## src/logic/flash_spm_consts.svh

```systemverilog
/*
 * constants for the self-programming control block: register bits,
 * command patterns, window lengths, flash geometry defaults.
 * assumes inclusion by bare name from the package and design files.
 */
`ifndef FLASH_SPM_CONSTS_SVH
`define FLASH_SPM_CONSTS_SVH
`define SPMC_RESET 8'h00
`define SPMC_BIT_IE 7
`define SPMC_BIT_BUSY 6
`define SPMC_BIT_RSVD 5
`define SPMC_BIT_RE 4
`define SPMC_BIT_LOCK 3
`define SPMC_BIT_PGWR 2
`define SPMC_BIT_PGER 1
`define SPMC_BIT_EN 0
`define CMD_REENABLE 5'h11
`define CMD_LOCKSET 5'h09
`define CMD_PGWRITE 5'h05
`define CMD_PGERASE 5'h03
`define CMD_LOAD 5'h01
`define STORE_WINDOW 3'h4
`define LOAD_WINDOW 3'h3
`define APP_RESET_VEC 16'h0000
`define BOOT_RESET_VEC 16'h0c00
`define NO_READ_WHILE_WRITE_SECTION_START_WORD 16'h0c00
`define PAGE_WORD_BITS 5
`define BUF_WORDS 32
`define PROG_CYCLES 20'h1_0000
`endif

```

## src/logic/flash_spm_pkg.sv

```systemverilog
/*
 * types for the self-programming control block.
 * assumes the constants header sits beside it.
 */
`include "flash_spm_consts.svh"
package flash_spm_pkg;
    typedef enum logic [2:0] {
        st_idle = 3'b000,
        st_armed = 3'b001,
        st_prog = 3'b011,
        st_done = 3'b010
    } spm_state_e;

    // one core access toward the block
    typedef struct packed {
        logic store_req;
        logic load_req;
        logic [15:0] pointer;
        logic [15:0] r1r0;
    } core_req_s;
endpackage

```

## src/logic/flash_self_program_control.sv

```systemverilog
/*
 * self-programming control: control register, command arming,
 * busy tracking, address latch, core halt, lock/fuse readback.
 * assumes a core issuing store/load program requests as one-cycle
 * pulses and a flash array answering with a done pulse.
 */
`timescale 1ns/1ps
`default_nettype none
`include "flash_spm_consts.svh"
module flash_self_program_control #(
    parameter int PAGE_WORD_BITS = `PAGE_WORD_BITS,
    parameter logic [15:0] NO_READ_WHILE_WRITE_SECTION_START = `NO_READ_WHILE_WRITE_SECTION_START_WORD,
    parameter logic [15:0] BOOT_VECTOR = `BOOT_RESET_VEC
) (
    input wire logic i_ref_clk,
    input wire logic i_reset,
    input wire logic [1:0] i_addr,
    input wire logic [7:0] i_wdata,
    input wire logic i_wr,
    input wire logic i_rd,
    output logic [7:0] o_rdata,
    input wire flash_spm_pkg::core_req_s i_core,
    input wire logic i_global_ie,
    input wire logic i_eeprom_busy,
    input wire logic i_boot_reset_fuse,
    input wire logic [7:0] i_lock_bits,
    input wire logic [7:0] i_fuse_bits,
    input wire logic i_flash_done,
    input wire logic [15:0] i_fetch_word_addr,
    output logic o_fetch_block,
    output logic [15:0] o_reset_vector,
    output logic o_ready_irq,
    output logic o_core_halt,
    output logic o_erase_start,
    output logic o_write_start,
    output logic o_lock_program,
    output logic [7:0] o_lock_value,
    output logic [15:0] o_flash_addr,
    output logic o_load_valid,
    output logic [7:0] o_load_data
);
    import flash_spm_pkg::*;

    localparam logic [1:0] REG_CTRL = 2'h0;

    // block state outside the window timer and page buffer in one record, so reset and update stay in one place
    typedef struct packed {
        // command sequencing
        spm_state_e state;
        // software visible control byte, bits 5 and 6 rebuilt each cycle
        logic [7:0] ctrl;
        // section blocked for reads until a re-enable or page load store clears it
        logic busy;
        // running operation targets the section the core executes from
        logic prog_no_read_while_write_section;
        // address frozen at operation start, pointer free afterwards
        logic [15:0] latched_addr;
        // read data, zero outside the cycle after a read strobe
        logic [7:0] rdata;
        // level request toward the interrupt controller
        logic irq;
        // core stall while the array cannot be fetched from
        logic halt;
        // one-cycle start pulses toward the array
        logic erase_start;
        logic write_start;
        logic lock_prog;
        // lock byte handed over with the lock pulse
        logic [7:0] lock_val;
        // one-cycle answer to a lock or fuse load
        logic load_valid;
        logic [7:0] load_data;
        // fetch address falls into the blocked section
        logic fetch_block;
        // vector picked once per reset so a moving fuse input cannot move it
        logic [15:0] reset_vector;
        logic vector_taken;
    } ctl_s;

    ctl_s cur;
    ctl_s next_cur;

    logic arm_write;
    logic store_open;
    logic load_open;
    logic window_stop;
    logic buf_clear;
    logic buf_write;
    logic buf_loaded;
    logic [4:0] cmd;

    initial begin
        if (PAGE_WORD_BITS < 1 || PAGE_WORD_BITS > 8) $error("bad page bits");
    end

    // a command is valid only in one of five shapes
    function automatic logic cmd_valid(input logic [4:0] c);
        case (c)
            `CMD_REENABLE, `CMD_LOCKSET, `CMD_PGWRITE, `CMD_PGERASE, `CMD_LOAD:
                cmd_valid = 1'b1;
            default:
                cmd_valid = 1'b0;
        endcase
    endfunction

    // true when a word address lies in the section that can be read while writing
    function automatic logic in_rww(input logic [15:0] word_addr);
        in_rww = word_addr < NO_READ_WHILE_WRITE_SECTION_START;
    endfunction

    assign cmd = i_wdata[4:0];
    // eeprom writes lock out arming entirely
    assign arm_write = i_wr && i_addr == REG_CTRL && cmd_valid(cmd) && !i_eeprom_busy
        && cur.state != st_prog;

    spm_window_timer #(
        .WIDTH(3)
    ) u_window (
        .i_ref_clk(i_ref_clk),
        .i_reset(i_reset),
        .i_restart(arm_write),
        .i_stop(window_stop),
        .o_store_open(store_open),
        .o_load_open(load_open)
    );

    page_buffer #(
        .WORD_BITS(PAGE_WORD_BITS)
    ) u_buffer (
        .i_ref_clk(i_ref_clk),
        .i_reset(i_reset),
        .i_clear(buf_clear),
        .i_write(buf_write),
        .i_addr(i_core.pointer[PAGE_WORD_BITS:1]),
        .i_data(i_core.r1r0),
        .i_rd_addr(cur.latched_addr[PAGE_WORD_BITS:1]),
        // buffer words go to the array side, not through this block
        .o_rd_data(),
        .o_any_loaded(buf_loaded)
    );

    // store and load strobes act only inside an open window
    logic store_hit;
    logic load_hit;
    logic [4:0] armed_cmd;
    assign armed_cmd = cur.ctrl[4:0];
    assign store_hit = cur.state == st_armed && store_open && i_core.store_req
        && !i_eeprom_busy;
    assign load_hit = cur.state == st_armed && load_open && i_core.load_req
        && armed_cmd == `CMD_LOCKSET && !i_eeprom_busy;
    assign buf_write = store_hit && armed_cmd == `CMD_LOAD;
    assign buf_clear = (store_hit && armed_cmd == `CMD_REENABLE)
        || (cur.state == st_prog && i_flash_done && cur.ctrl[`SPMC_BIT_PGWR])
        || (arm_write && cmd == `CMD_REENABLE && buf_loaded);
    assign window_stop = store_hit || load_hit;

    // main sequencing
    always_comb begin
        next_cur = cur;
        next_cur.erase_start = 1'b0;
        next_cur.write_start = 1'b0;
        next_cur.lock_prog = 1'b0;
        next_cur.load_valid = 1'b0;
        case (cur.state)
            st_idle, st_armed, st_done: begin
                if (arm_write) begin
                    // bits 7 kept, 6 and 5 not writable
                    next_cur.ctrl = {i_wdata[`SPMC_BIT_IE], 2'b00, cmd};
                    next_cur.state = st_armed;
                end else if (cur.state == st_armed && store_hit) begin
                    case (armed_cmd)
                        `CMD_PGERASE, `CMD_PGWRITE: begin
                            // freeze address so the pointer may move on
                            next_cur.latched_addr = {i_core.pointer[15:PAGE_WORD_BITS + 1],
                                {PAGE_WORD_BITS{1'b0}}, 1'b0};
                            next_cur.erase_start = armed_cmd == `CMD_PGERASE;
                            next_cur.write_start = armed_cmd == `CMD_PGWRITE;
                            if (in_rww(i_core.pointer >> 1)) begin
                                next_cur.busy = 1'b1;
                            end else begin
                                next_cur.prog_no_read_while_write_section = 1'b1;
                                next_cur.halt = 1'b1;
                            end
                            next_cur.state = st_prog;
                        end
                        `CMD_LOCKSET: begin
                            // pointer and R1 ignored, lock value from R0
                            next_cur.lock_prog = 1'b1;
                            next_cur.lock_val = i_core.r1r0[7:0];
                            next_cur.ctrl[4:0] = 5'h00;
                            next_cur.state = st_idle;
                        end
                        `CMD_REENABLE: begin
                            if (!cur.halt) begin
                                next_cur.busy = 1'b0;
                            end
                            next_cur.ctrl[4:0] = 5'h00;
                            next_cur.state = st_idle;
                        end
                        default: begin
                            next_cur.busy = 1'b0; // page load frees the section
                            next_cur.ctrl[4:0] = 5'h00;
                            next_cur.state = st_idle;
                        end
                    endcase
                end else if (cur.state == st_armed && load_hit) begin
                    // pointer bit 0 picks lock or fuse byte
                    next_cur.load_valid = 1'b1;
                    next_cur.load_data = i_core.pointer[0] ? i_lock_bits : i_fuse_bits;
                    next_cur.ctrl[4:0] = 5'h00;
                    next_cur.state = st_idle;
                end else if (cur.state == st_armed && !store_open) begin
                    next_cur.ctrl[4:0] = 5'h00; // timeout
                    next_cur.state = st_idle;
                end
            end
            st_prog: begin
                // store enable held until the array reports done
                if (i_flash_done) begin
                    next_cur.ctrl[4:0] = 5'h00;
                    next_cur.halt = 1'b0;
                    next_cur.prog_no_read_while_write_section = 1'b0;
                    next_cur.state = st_done;
                end
            end
            default: begin
                next_cur.state = st_idle;
            end
        endcase
        next_cur.ctrl[`SPMC_BIT_BUSY] = next_cur.busy;
        next_cur.ctrl[`SPMC_BIT_RSVD] = 1'b0;
        // level request, not a pulse
        next_cur.irq = next_cur.ctrl[`SPMC_BIT_IE] && i_global_ie
            && !next_cur.ctrl[`SPMC_BIT_EN];
        // fetch and load data from the busy section is not valid
        next_cur.fetch_block = next_cur.busy && in_rww(i_fetch_word_addr);
        next_cur.rdata = (i_rd && i_addr == REG_CTRL) ? cur.ctrl : 8'h00;
        // vector follows the fuse; no software path writes the fuse
        if (!cur.vector_taken) begin
            next_cur.reset_vector = i_boot_reset_fuse ? `APP_RESET_VEC : BOOT_VECTOR;
            next_cur.vector_taken = 1'b1;
        end
    end

    // single state register; vector captured after reset release
    always_ff @(posedge i_ref_clk) begin
        if (i_reset) begin
            cur <= '0;
            cur.ctrl <= `SPMC_RESET;
        end else begin
            cur <= next_cur;
        end
    end

    // every output is a field of the state register, no logic after the flops
    assign o_rdata = cur.rdata;
    // level, stays up while software leaves the enable clear
    assign o_ready_irq = cur.irq;
    // held for the whole operation on the executing section
    assign o_core_halt = cur.halt;
    // start pulses, one cycle each
    assign o_erase_start = cur.erase_start;
    assign o_write_start = cur.write_start;
    assign o_lock_program = cur.lock_prog;
    assign o_lock_value = cur.lock_val;
    // byte address with page bits only; word bits come from the buffer side
    assign o_flash_addr = cur.latched_addr;
    // answer of a lock or fuse load, valid with its strobe only
    assign o_load_valid = cur.load_valid;
    assign o_load_data = cur.load_data;
    // one cycle behind the fetch address, the core must hold its fetch that long
    assign o_fetch_block = cur.fetch_block;
    // not valid until the first edge after reset release
    assign o_reset_vector = cur.reset_vector;
endmodule
`default_nettype wire

```

## src/logic/spm_window_timer.sv

```systemverilog
/*
 * down counter for the arming windows; restart reloads it.
 * assumes single clock, synchronous active high reset.
 */
`timescale 1ns/1ps
`default_nettype none
`include "flash_spm_consts.svh"
module spm_window_timer #(
    parameter int WIDTH = 3
) (
    input wire logic i_ref_clk,
    input wire logic i_reset,
    input wire logic i_restart,
    input wire logic i_stop,
    output logic o_store_open,
    output logic o_load_open
);
    typedef struct packed {
        logic [WIDTH-1:0] count;
    } tmr_s;
    tmr_s cur;
    tmr_s next_cur;

    initial begin
        if (WIDTH < 3) $error("window timer too narrow");
    end

    // reload on every arming write
    always_comb begin
        next_cur = cur;
        if (i_restart) begin
            next_cur.count = WIDTH'(`STORE_WINDOW);
        end else if (i_stop) begin
            next_cur.count = '0;
        end else if (cur.count != '0) begin
            next_cur.count = cur.count - 1'b1;
        end
    end

    always_ff @(posedge i_ref_clk) begin
        if (i_reset) begin
            cur <= '0;
        end else begin
            cur <= next_cur;
        end
    end

    // load window is one cycle shorter than store window
    assign o_store_open = cur.count != '0;
    assign o_load_open = cur.count > WIDTH'(`STORE_WINDOW - `LOAD_WINDOW);
endmodule
`default_nettype wire

```

## src/logic/page_buffer.sv

```systemverilog
/*
 * temporary page buffer: word array with per-word valid bits.
 * assumes single clock; clear wipes all valid bits in one cycle.
 */
`timescale 1ns/1ps
`default_nettype none
module page_buffer #(
    parameter int WORD_BITS = 5
) (
    input wire logic i_ref_clk,
    input wire logic i_reset,
    input wire logic i_clear,
    input wire logic i_write,
    input wire logic [WORD_BITS-1:0] i_addr,
    input wire logic [15:0] i_data,
    input wire logic [WORD_BITS-1:0] i_rd_addr,
    output logic [15:0] o_rd_data,
    output logic o_any_loaded
);
    localparam int DEPTH = 1 << WORD_BITS;
    logic [15:0] mem [DEPTH];
    logic [DEPTH-1:0] valid;

    initial begin
        if (WORD_BITS < 1 || WORD_BITS > 8) $error("bad page size");
    end

    // a discarded word reads as erased flash
    always_ff @(posedge i_ref_clk) begin
        if (i_reset || i_clear) begin
            valid <= '0;
        end else if (i_write && !valid[i_addr]) begin
            valid[i_addr] <= 1'b1;
            mem[i_addr] <= i_data;
        end
    end

    assign o_rd_data = valid[i_rd_addr] ? mem[i_rd_addr] : 16'hffff;
    assign o_any_loaded = |valid;
endmodule
`default_nettype wire

```

## config.mk

```make
export PLATFORM = sky130hd
export DESIGN_NAME = flash_self_program_control
export DESIGN_NICKNAME = d
export VERILOG_FILES = /design/src/logic/flash_spm_pkg.sv /design/src/logic/flash_self_program_control.sv /design/src/logic/spm_window_timer.sv /design/src/logic/page_buffer.sv
export VERILOG_INCLUDE_DIRS = /design/src /design/src/logic
export SDC_FILE = /design/constraint.sdc
export NUM_CORES = 1
export LEC_CHECK = 0
export BUFFER_PORTS_ARGS = -buffer_cell sky130_fd_sc_hd__buf_2
export CAP_MARGIN = 20
export CORE_UTILIZATION = 36
export DETAILED_ROUTE_END_ITERATION = 12
export PLACE_DENSITY = 0.65
export SLEW_MARGIN = 20
export SYNTH_ARGS = -nofsm -noshare
export SYNTH_HDL_FRONTEND = slang
export SYNTH_SLANG_ARGS = --single-unit
export TNS_END_PERCENT = 50
```

## constraint.sdc

```tcl
create_clock -name i_ref_clk -period 3.7 [get_ports i_ref_clk]
set_input_delay 0.37 -clock i_ref_clk [delete_from_list [all_inputs] [get_ports i_ref_clk]]
set_output_delay 0.37 -clock i_ref_clk [all_outputs]
set_load 0.1 [all_outputs]
```

# Yosys cells after proc, flatten, opt, wreduce, memory -nomap -nowiden
# Cells that the tools add are included.
[classes] n_addsub=1 n_lt_le_gt_ge=3 n_eq_ne=20 mux=38 n_bitwise=5 n_reduce_logical=41
[op_table] op="18-bit two-way mux" count=2
[op_table] op="3-bit two-way mux" count=11
[op_table] op="5-bit two-way mux" count=6
[op_table] op="9-bit two-way mux" count=3
[op_table] op="12-bit two-way mux" count=2
[op_table] op="21-bit two-way mux" count=1
[op_table] op="1-bit logical AND" count=18
[op_table] op="17-bit two-way mux" count=1
[op_table] op="16-bit by 12-bit less-than comparator with 1-bit output (second input constant)" count=1
[op_table] op="4-bit AND reduction" count=4
[op_table] op="15-bit by 12-bit less-than comparator with 1-bit output (second input constant)" count=1
[op_table] op="5-bit by 2-bit equality test with 1-bit output (second input constant)" count=2
[op_table] op="5-bit by 3-bit equality test with 1-bit output (second input constant)" count=2
[op_table] op="5-bit by 4-bit equality test with 1-bit output (second input constant)" count=2
[op_table] op="5-bit equality test (second input constant)" count=2
[op_table] op="5-bit case mux with 2 select lines" count=1
[op_table] op="5-bit OR reduction" count=2
[op_table] op="8-bit two-way mux" count=1
[op_table] op="2-bit != test (second input constant)" count=4
[op_table] op="4-bit OR reduction" count=2
[op_table] op="3-bit by 2-bit equality test with 1-bit output (second input constant)" count=2
[op_table] op="1-bit two-way mux" count=6
[op_table] op="3-bit case mux with 2 select lines" count=1
[op_table] op="6-bit AND reduction" count=1
[op_table] op="other kinds (21)" count=30
[totals] register_bits=73 input_bits=84 out_inout_bits=63

# Longest topological paths before layout
# Gate-level depths: netlist of the first run.
[logic_depth] ltp_word=12 ltp_mapped=9 ltp_nobuf=7

# By module
# From an unflattened synthesis of the first run, not the netlist that was laid out.
[unflattened] hier_cells=286 area_unflattened_um2=2677.6
[by_module_without_submodules] module="flash_self_program_control" instances=1 cells_each=265 area_each_um2=2481.1
[by_module_without_submodules] module="spm_window_timer" instances=1 cells_each=21 area_each_um2=196.4

# Worst setup path after synthesis of the first run
# Ideal clock, no wire load.
[synth_path] path_kind="reg2reg" from="register u_window.cur[0] in the netlist's numbering" to="register cur, in the netlist o_lock_value[0]" arrival_time_ps=2011 required_time_ps=3572 path_slack_ps=1562 stages_incl_launch_ff=9 period_less_slack_ps=2138 cell_sequence="dfxtp_1 -> inv_1 -> ha_1 -> nor2b_1 -> clkbuf_1 -> nand2b_1 -> a211oi_2 -> mux2i_1 -> nor2_1"
[synth_between] elab_chain_cells=6
[synth_lines] element="from (decl)" line="spm_window_timer.sv:21" rtl="tmr_s cur;"
[synth_lines] element="from (signal assigned)" line="spm_window_timer.sv:44" rtl="cur <= next_cur;"
[synth_lines] element="3-bit nonzero test" line="spm_window_timer.sv:49" rtl="assign o_store_open = cur.count != '0;"
[synth_lines] element="1-bit logical AND (2 in series)" line="flash_self_program_control.sv:147" rtl="assign store_hit = cur.state == st_armed && store_open && i_core.store_req"
[synth_lines] element="1-bit logical AND" line="flash_self_program_control.sv:148" rtl="&& !i_eeprom_busy;"
[synth_lines] element="1-bit logical AND" line="flash_self_program_control.sv:170" rtl="end else if (cur.state == st_armed && store_hit) begin"
[synth_lines] element="4-bit AND reduction (no line)"
[synth_lines] element="to (signal assigned)" line="flash_self_program_control.sv:251" rtl="cur <= next_cur;"
[synth_lines] element="to (decl)" line="flash_self_program_control.sv:80" rtl="ctl_s cur;"
# No other way between the ends.
# A chain may end at the register's enable or synchronous reset.

# Worst setup path in the final report of the first run
[layout_path] from="register cur, in the netlist armed_cmd[0]" to="register cur, in the netlist o_flash_addr[6]"
[layout_between] elab_chain_cells=3 word_cells_on_any_way=4 classes_between="eq/ne: 2; reduce/logical: 2"
[layout_lines] element="5-bit by 2-bit equality test with 1-bit output / 5-bit by 3-bit equality test with 1-bit output (equally long branches)" line="flash_self_program_control.sv:171" rtl="case (armed_cmd)"
[layout_lines] element="2-bit OR reduction (*)" line="flash_self_program_control.sv:171"
[layout_lines] element="4-bit AND reduction (no line) (*)"
# Every way passes the cells marked *; elsewhere a longest branch is shown, timed or not.

==> impl_metrics.tcl, run 1 <==
set metrics [dict create \
    run_status "finished, final reports clean" \
    grt-ovfl-total 0 \
    cp_cell_sequence "or3b_4 > or4b_4 > a21oi_2 > mux2i_1 > nor2_1" \
    synth_async_sr_flop_share_pct 0 \
    start_kind "flip-flop" \
    vias 2121 \
    avgSynthCellArea_um2 9.17 \
    peakVddDrop_mv 0.194 \
    fin_tns_setup_ns 0 \
    synthMuxAreaShare_pct 10.4 \
    leakage_nw 1.41 \
    yosysWarnings 0 \
    period_share_pct 69.6 \
    dp.cells 448 \
    place.gp.congestion 0.786 \
    seq_area_frac_synth_pct 40.0 \
    timing.fmax_mhz 388 \
    yosys.area.top_type_share_pct 40.0 \
    hpwl_um 3960 \
    rsz0062_at_grt "false" \
    tightest_slew_ns 0.907 \
    power_density_nw_per_um2 415 \
    rows 31 \
    maxSlewViolCount 0 \
    avgViaCountPerCell 4.64 \
    end_kind "flip-flop" \
    reg2reg_to "o_flash_addr[6]" \
    cp_slowest_cell "a21oi_2" \
    ioPinCount 147 \
    worstSetupPathType "flip-flop to flip-flop" \
    hold_viol 0 \
    synth_fa_ha_area_share_pct 1.39 \
    ant_nets 0 \
    fillers 750 \
    io_buffers 100 \
    post_cts_resized 0 \
    grt_pass1_wl_um 8540 \
    synth_area_um2 2700 \
    n_antenna_cell 0 \
    min_delay_path_depth 2 \
    synth_top_family_by_area "simple AND/OR/NAND/NOR gates" \
    track_usage_pct 13.9 \
    cp_max_fo 12 \
    drive_above_1_share_pct 33.2 \
    clk-insertion-delay-late_ns 0.30 \
    layout_common_cells "buf_2, dfxtp_1, mux2i_1" \
    cap_viol_max_count 0 \
    antenna_found_initial 0 \
    synth.distinct_cells 45 \
    ys_seq_elements 54 \
    wirelength_um 5360 \
    num-nets-final 444 \
    first_global_vias 1831 \
    cts_tree "built" \
    start_util_pct 37.3 \
    crit_start "armed_cmd[0]" \
    timing.rr.start "armed_cmd[0]" \
    cts.sinks 54 \
    cts_setup_buffers 0 \
    die_w_um 88.7 \
    grt_start_max_net_pins 43 \
    crit_required_ns 3.87 \
    fp.dieH_um 88.7 \
    relSlewSlack_pct 38.7 \
    r2r_setup_slack_ns 1.12 \
    slowest_delay_ns 0.64 \
    clock_skew_ns 0.00394 \
    htree_levels 2 \
    drc_errors 0 \
    synth_simple_gate_area_share_pct 19.4 \
    post-route-min-period_ns 2.58 \
    clockRootBuffer "clkbuf_8" \
    critical-path-top-delay-family "simple AND/OR/NAND/NOR gates" \
    die-area_um2 7860 \
    clkTransAtPathRegs_ns 0.09 \
    worstHoldStart "i_flash_done" \
    area_growth_pct 13.3 \
    cts_hold_buf 0 \
    numCtsBuffers 5 \
    crit_arrival_ns 2.74 \
    path_buf_inv 0 \
    avgRoutedWirePerCell_um 11.7 \
    synth_compound_area_share_pct 9.67 \
    min_to "o_core_halt" \
    worstHoldPathType "input pin to flip-flop" \
    setup_violations 0 \
    synth_xor_area_share_pct 0.972 \
    final_common_cell "buf_2" \
    worst_r2r_path_depth 5 \
    synthCells 295 \
    synth-main-ff-cell "dfxtp_1" \
    cts_buffer_depth 2 \
    core_area_um2 7250 \
    synth-edff-count 0 \
    post-layout-total-power_mw 1.27 \
    yosysTopAreaCell "dfxtp_1" \
    drt_pass1_iterations 4 \
    final_cell_count_no_fill 457 \
    synth.area.top_cells "dfxtp_1, buf_4, mux2i_1, nor2_1, a21oi_1" \
    drtIter0Drc 57 \
]
[logic make-up (layout without fill, tap and decap cells)]
logic type	Yosys count	in the layout
mux	28	28
buf+inv	72	115
other cells	1	21
simple gates	95	95
compound gates	39	39
xor+xnor	3	3
flops	54	54
fa+ha+maj	3	3
[through the flow]
step	setup slack (ns)	area (um2)	hold slack (ns)	utilization (%)
final	1.12	3060	0.278	42.2
after detailed placement	1.17	2950	0.454	40.6
after CTS	1.09	3060	0.274	42.1
after floorplan	1.56	2780	0.429	-
after global routing	0.959	3060	0.278	42.2
after global placement	1.12	2950	0.440	40.6
[layout make-up]
type                            instances  area (um2)  share of cell area, %
Sequential cell                        54        1080                   35.3
Tap cell                               99         124                   4.04
Clock inverter                          3        40.0                   1.31
Inverter                                5        18.8                  0.613
Timing Repair Buffer                  102         515                   16.8
Clock buffer                            5        68.8                   2.25
Multi-Input combinational cell        189        1210                   39.7
[power breakdown]
| group | internal [mW] | switching [mW] | total, mW |
|---|---|---|---|
| clock | 0.199 | 0.189 | 0.389 |
| combinational | 0.0816 | 0.192 | 0.274 |
| sequential | 0.596 | 0.0118 | 0.608 |
| total | 0.877 | 0.393 | 1.27 |
[flip-flops by register name (all words and copies together), names as in the netlist]
| signal | cells |
|---|---|
| armed_cmd | 5 |
| o_core_halt | 1 |
| o_lock_value | 8 |
| o_rdata | 7 |
| o_ready_irq | 1 |
| o_load_data | 8 |
| o_erase_start | 1 |
| o_load_valid | 1 |
| o_lock_program | 1 |
| o_reset_vector | 1 |
| o_flash_addr | 10 |
| o_write_start | 1 |
| o_fetch_block | 1 |
| cur | 5 |
| u_window.cur | 3 |
[synthesized netlist by cell type (3+ instances only)]
cell type  instances
and3_1             9
nor2_1            26
buf_4             56
inv_1              5
nand2b_1           5
nand2_1            8
o21ai_0            6
nor4_1             7
mux2i_1           28
nor3_1            14
ha_1               3
dfxtp_1           54
and2_1             8
nor4b_1            3
nor2b_1            3
a21oi_1           16
clkbuf_1           9
a22o_1             3
[metal layers]
metal / share of wire (%) / up-vias / global-route usage [%]
li1: - / 1069 / -
met1: 44 / 966 / 17.0
met2: 49 / 81 / 24.5
met3: 5.8 / 5 / 3.64
met4: 0.93 / 0 / 3.08
met5: 0 / - / 0
[how the worst max path moves through the flow]
stage                            endpoint  cells past startpoint
after floorplan           o_lock_value[0]                      8
after CTS                   o_fetch_block                      5
after global routing              cur[72]                      7
after global placement      o_fetch_block                      5
after detailed placement  o_flash_addr[6]                      5
final                     o_flash_addr[6]                      5
[worst reg2reg max path: cells and delay by family (launching register included)]
family,cells,cell delay [ns]
AND/OR/NAND/NOR,3,1.06
flip-flops,1,0.44
AO/OA/AOI/OAI,1,0.64
multiplexers,1,0.30
Note: power is estimated with default switching activity, not from simulation.
==> run 2: changes to the inputs <==
- PLACE_DENSITY: 0.65 -> 0.67
- clock period: 3.7 -> 2.2 ns (I/O delays scaled with it)
==> run 2 against run 1 <==
Against the previous run: non-clock buffer count up 11; clock power up 40%; worst hold slack worse by 0.13 ns; largest power group unchanged; clock skew up 0.00086 ns; fmax up 25%; flip-flop and latch count unchanged.
==> impl_metrics.tcl, run 2 (synthesized netlist as in run 1, its figures left out) <==
set metrics [dict create \
    run_status "finished, final reports clean" \
    num-nets-final 455 \
    worstHoldPathType "input pin to flip-flop" \
    area_growth_pct 16.3 \
    worst_r2r_path_depth 5 \
    die_w_um 88.7 \
    layout_common_cells "buf_2, dfxtp_1, mux2i_1" \
    numCtsBuffers 5 \
    final_common_cell "buf_2" \
    hold_viol 0 \
    final_cell_area_um2 3140 \
    post-layout-total-power_mw 2.06 \
    period_share_pct 93.9 \
    relSlewSlack_pct 64.1 \
    maxSlewViolCount 0 \
    cp_max_fo 6 \
    antenna_found_initial 0 \
    leakage_nw 1.46 \
    setup_violations 0 \
    first_global_vias 1921 \
    drive_above_1_share_pct 35.2 \
    crit_arrival_ns 2.32 \
    post-route-min-period_ns 2.07 \
    reg2reg_to "armed_cmd[1]" \
    peakVddDrop_mv 0.275 \
    clkTransAtPathRegs_ns 0.10 \
    placed_cell_area_um2 3050 \
    drt_pass1_iterations 4 \
    end_kind "flip-flop" \
    final_cell_count_no_fill 468 \
    drtIter0Drc 71 \
    htree_levels 2 \
    largest_register_ffs 10 \
    r2r_setup_slack_ns 0.13 \
    timing.rr.start "armed_cmd[4]" \
    post-route-util_pct 43.4 \
    fin_tns_setup_ns 0 \
    multi_input_area_um2 1220 \
    io_buffers 100 \
    fp.dieH_um 88.7 \
    worstSetupPathType "flip-flop to flip-flop" \
    dp.cells 460 \
    cap_viol_max_count 0 \
    n_antenna_cell 0 \
    grt-ovfl-total 0 \
    hpwl_um 4130 \
    rows 31 \
    cts_buffer_depth 2 \
    regArea_um2 1080 \
    cts_tree "built" \
    ioPinCount 147 \
    cts.sinks 54 \
    fillers 749 \
    avgViaCountPerCell 4.68 \
    clockRootBuffer "clkbuf_8" \
    vias 2191 \
    worstHoldStart "i_flash_done" \
    tightest_slew_ns 0.538 \
    grt_pass1_wl_um 8620 \
    timing.fmax_mhz 484 \
    drc_errors 0 \
    avgRoutedWirePerCell_um 11.8 \
    wirelength_um 5530 \
    rsz0062_at_grt "false" \
    start_kind "flip-flop" \
    die-area_um2 7860 \
    power_density_nw_per_um2 656 \
    place.gp.congestion 0.777 \
    grt_start_max_net_pins 26 \
    track_usage_pct 14.1 \
    min_delay_path_depth 2 \
    clock_skew_ns 0.00481 \
    clk-insertion-delay-late_ns 0.30 \
    crit_required_ns 2.45 \
    min_to "o_core_halt" \
    ant_nets 0 \
    cts_setup_buffers 0 \
    core_area_um2 7250 \
    start_util_pct 37.3 \
]
[run 2: worst max-delay path by stage]
stage,start,to,slack (ns)
after CTS,u_window.cur[0],armed_cmd[3],0.07
final,armed_cmd[4],armed_cmd[1],0.13
after detailed placement,u_window.cur[0],armed_cmd[3],0.11
after global routing,u_window.cur[0],o_flash_addr[15],0.03
after floorplan,u_window.cur[0],o_lock_value[0],0.06
after global placement,u_window.cur[0],armed_cmd[3],0.15
[run 2: what timing repair did]
item	CTS	global route
hold buffers	0	0
setup endpoints to repair	0	7
resized for setup	0	2
[run 2: final cells by class]
class                           instances  area share, %
Multi-Input combinational cell        189           38.9
Timing Repair Buffer                  113           19.4
Clock inverter                          2          0.438
Tap cell                               99           3.94
Sequential cell                        54           34.4
Clock buffer                            6           2.31
Inverter                                5          0.597
[run 2: layer usage]
metal / vias up / GRT usage [%] / share of wire, %
li1: 1089 / - / -
met1: 1003 / 17.1 / 42
met2: 91 / 24.6 / 50
met3: 8 / 3.26 / 6.1
met4: 0 / 4.69 / 1.1
met5: - / 0 / 0
[run 2: per-stage QoR]
| step | hold WS [ns] | setup slack, ns |
|---|---|---|
| final | 0.145 | 0.134 |
| after global routing | 0.132 | 0.0325 |
| after CTS | 0.127 | 0.0722 |
| after detailed placement | 0.448 | 0.111 |
| after global placement | 0.442 | 0.150 |
| after floorplan | 0.317 | 0.0615 |
[run 2: power breakdown]
group,internal (mW),switching [mW]
Clock,0.225,0.319
Sequential,1.00,0.0194
Combinational,0.160,0.336
[run 2: critical path, stage by stage (launching register included)]
cell and delay (ns):
dfxtp_1 0.36, or3b_4 0.43, or4b_4 0.57, and3_1 0.21, a211oi_4 0.26, a22o_1 0.18
==> run 3: changes to the inputs <==
- clock period: 2.2 -> 1.7 ns (I/O delays scaled with it)
==> run 3 against run 2 <==
Against the previous run: highest routed layer unchanged; clock-buffer cell count grew 1; the flow now finishes with violations (negative setup slack); largest power group unchanged; largest cell class unchanged; combinational power grew 74%; die area is the same; setup slack lost 0.40 ns.
==> impl_metrics.tcl, run 3 (synthesized netlist as in run 1, its figures left out) <==
set metrics [dict create \
    hold_viol 0 \
    clk-insertion-delay-late_ns 0.30 \
    cap_viol_max_count 0 \
    start_util_pct 37.3 \
    busiest_layer "met2" \
    power_frac_comb_pct 30.2 \
    ant_nets 0 \
    fp.dieH_um 88.7 \
    largest_register_ffs 10 \
    num-nets-final 475 \
    post-layout-total-power_mw 2.85 \
    share_seq_of_total_power_pct 46.4 \
    cts_buffer_depth 2 \
    rsz0062_at_grt "true" \
    pwr-share-clk_pct 23.4 \
    die_w_um 88.7 \
    final_common_cell "buf_2" \
    clkTransAtPathRegs_ns 0.09 \
    timing.fmax_mhz 509 \
    fillers 724 \
    cts.sinks 54 \
    ioPinCount 147 \
    track_usage_pct 15.0 \
    area_growth_pct 28.5 \
    end_kind "flip-flop" \
    grt_use_met2_pct 28.1 \
    antenna_found_initial 0 \
    setup_ws_ns -0.263 \
    vias 2256 \
    netSwitchingFraction_pct 32.3 \
    n_antenna_cell 0 \
    clockRootBuffer "clkbuf_8" \
    place.gp.congestion 0.820 \
    peakVddDrop_mv 0.408 \
    p_sw_mw 0.922 \
    power_density_nw_per_um2 821 \
    layout_common_cells "buf_2, dfxtp_1, mux2i_1, buf_4, nor2_1" \
    worstHoldPathType "input pin to flip-flop" \
    leakage_nw 1.61 \
    worst_r2r_path_depth 6 \
    first_global_vias 2000 \
    violations "negative setup slack" \
    place_ws_ns -0.258 \
    drc_errors 0 \
    core_area_um2 7250 \
    drtIter0Drc 36 \
    hpwl_um 4480 \
    fin_tns_setup_ns -4.34 \
    run_status "complete, but fails checks" \
    reg2reg_to "o_flash_addr[15]" \
    cts_tree "built" \
    grtUsageMet1_pct 17.3 \
    rows 31 \
    grt_pass1_wl_um 9120 \
    start_kind "flip-flop" \
    maxSlewViolCount 0 \
    grt_start_max_net_pins 26 \
    grt-ovfl-total 0 \
    worstSetupPathType "flip-flop to flip-flop" \
    crit_arrival_ns 2.13 \
    cts_hold_buf 0 \
    internal-power_mw 1.93 \
    grt_util_met3_pct 2.71 \
    avgRoutedWirePerCell_um 12.3 \
    setup_violations 31 \
    period_share_pct 115 \
    drive_above_1_share_pct 44.1 \
    numCtsBuffers 5 \
    drt_pass1_iterations 4 \
    htree_levels 2 \
    cp_max_fo 12 \
    tightest_slew_ns 0.521 \
    relSlewSlack_pct 65.3 \
    min_to "o_flash_addr[6]" \
    min_delay_path_depth 3 \
    wirelength_um 5970 \
    die-area_um2 7860 \
    clock_skew_ns 0.00666 \
    worstHoldStart "i_core[22]" \
    post-route-min-period_ns 1.96 \
    io_buffers 100 \
    avgViaCountPerCell 4.63 \
    crit_required_ns 1.87 \
    timing.rr.start "armed_cmd[4]" \
    r2r_setup_slack_ns -0.26 \
]
run 3: cell types whose count changed in the layout (fill, tap and decap cells not counted), sizes merged:
cell | previous run | this run
buf | 113 | 133
clkbuf | 6 | 7
clkinv | 2 | 0
run 3: final cells by class:
class                           instances  area [um2]  share of cell area, %
Clock buffer                            7        76.3                   2.20
Inverter                                5        18.8                  0.540
Multi-Input combinational cell        189        1380                   39.6
Sequential cell                        54        1080                   31.2
Tap cell                               99         124                   3.57
Timing Repair Buffer                  133         793                   22.8
run 3: power by group through the flow:
stage | Sequential [mW] | Combinational (mW) | Clock, mW
after floorplan | 1.35 | 0.551 | 0
after global placement | 1.35 | 0.708 | 0
after detailed placement | 1.35 | 0.722 | 0
after CTS | 1.32 | 0.831 | 0.692
after global routing | 1.33 | 0.935 | 0.745
final | 1.32 | 0.861 | 0.666
run 3: critical path, cell delays in order (launching register included):
cell	delay (ns)
dfxtp_1	0.32
or3b_4	0.40
or4b_4	0.53
a21oi_4	0.18
buf_12	0.17
mux2i_1	0.19
nor2_1	0.05
run 3: metal layers:
layer | vias up | part of all wire, % | wire (um)
li1 | 1133 | - | -
met1 | 1051 | 42 | 2520
met2 | 67 | 52 | 3120
met3 | 5 | 4.4 | 265
met4 | 0 | 1.0 | 62
met5 | - | 0 | 0
run 3: timing repair:
| action | 4_1_cts | 5_1_grt |
|---|---|---|
| pin swaps | 12 | 12 |
| hold endpoints to repair | 0 | 0 |
| endpoints found under the setup margin | 42 | 41 |
| cloned | 0 | 0 |
| resized for setup | 19 | 8 |
| buffers inserted | 1 | 2 |
run 3: worst max-delay path by stage:
stage | from | to | slack (ns) | cells past startpoint
global placement | u_window.cur[1] | armed_cmd[3] | -0.23 | 7
global route | u_window.cur[0] | o_flash_addr[12] | -0.34 | 8
CTS | armed_cmd[4] | o_flash_addr[15] | -0.24 | 6
detailed placement | armed_cmd[0] | armed_cmd[1] | -0.26 | 5
floorplan | u_window.cur[1] | armed_cmd[1] | -0.35 | 8
finish | armed_cmd[4] | o_flash_addr[15] | -0.26 | 6
run 3: stage by stage:
step	hold slack (ns)	utilization, %	cells	instance area, um2
after floorplan	0.267	-	315	2840
after global placement	0.404	44.7	478	3240
after detailed placement	0.411	44.7	478	3240
after CTS	0.0973	47.3	486	3430
after global routing	0.102	47.9	487	3470
final	0.107	47.9	487	3470
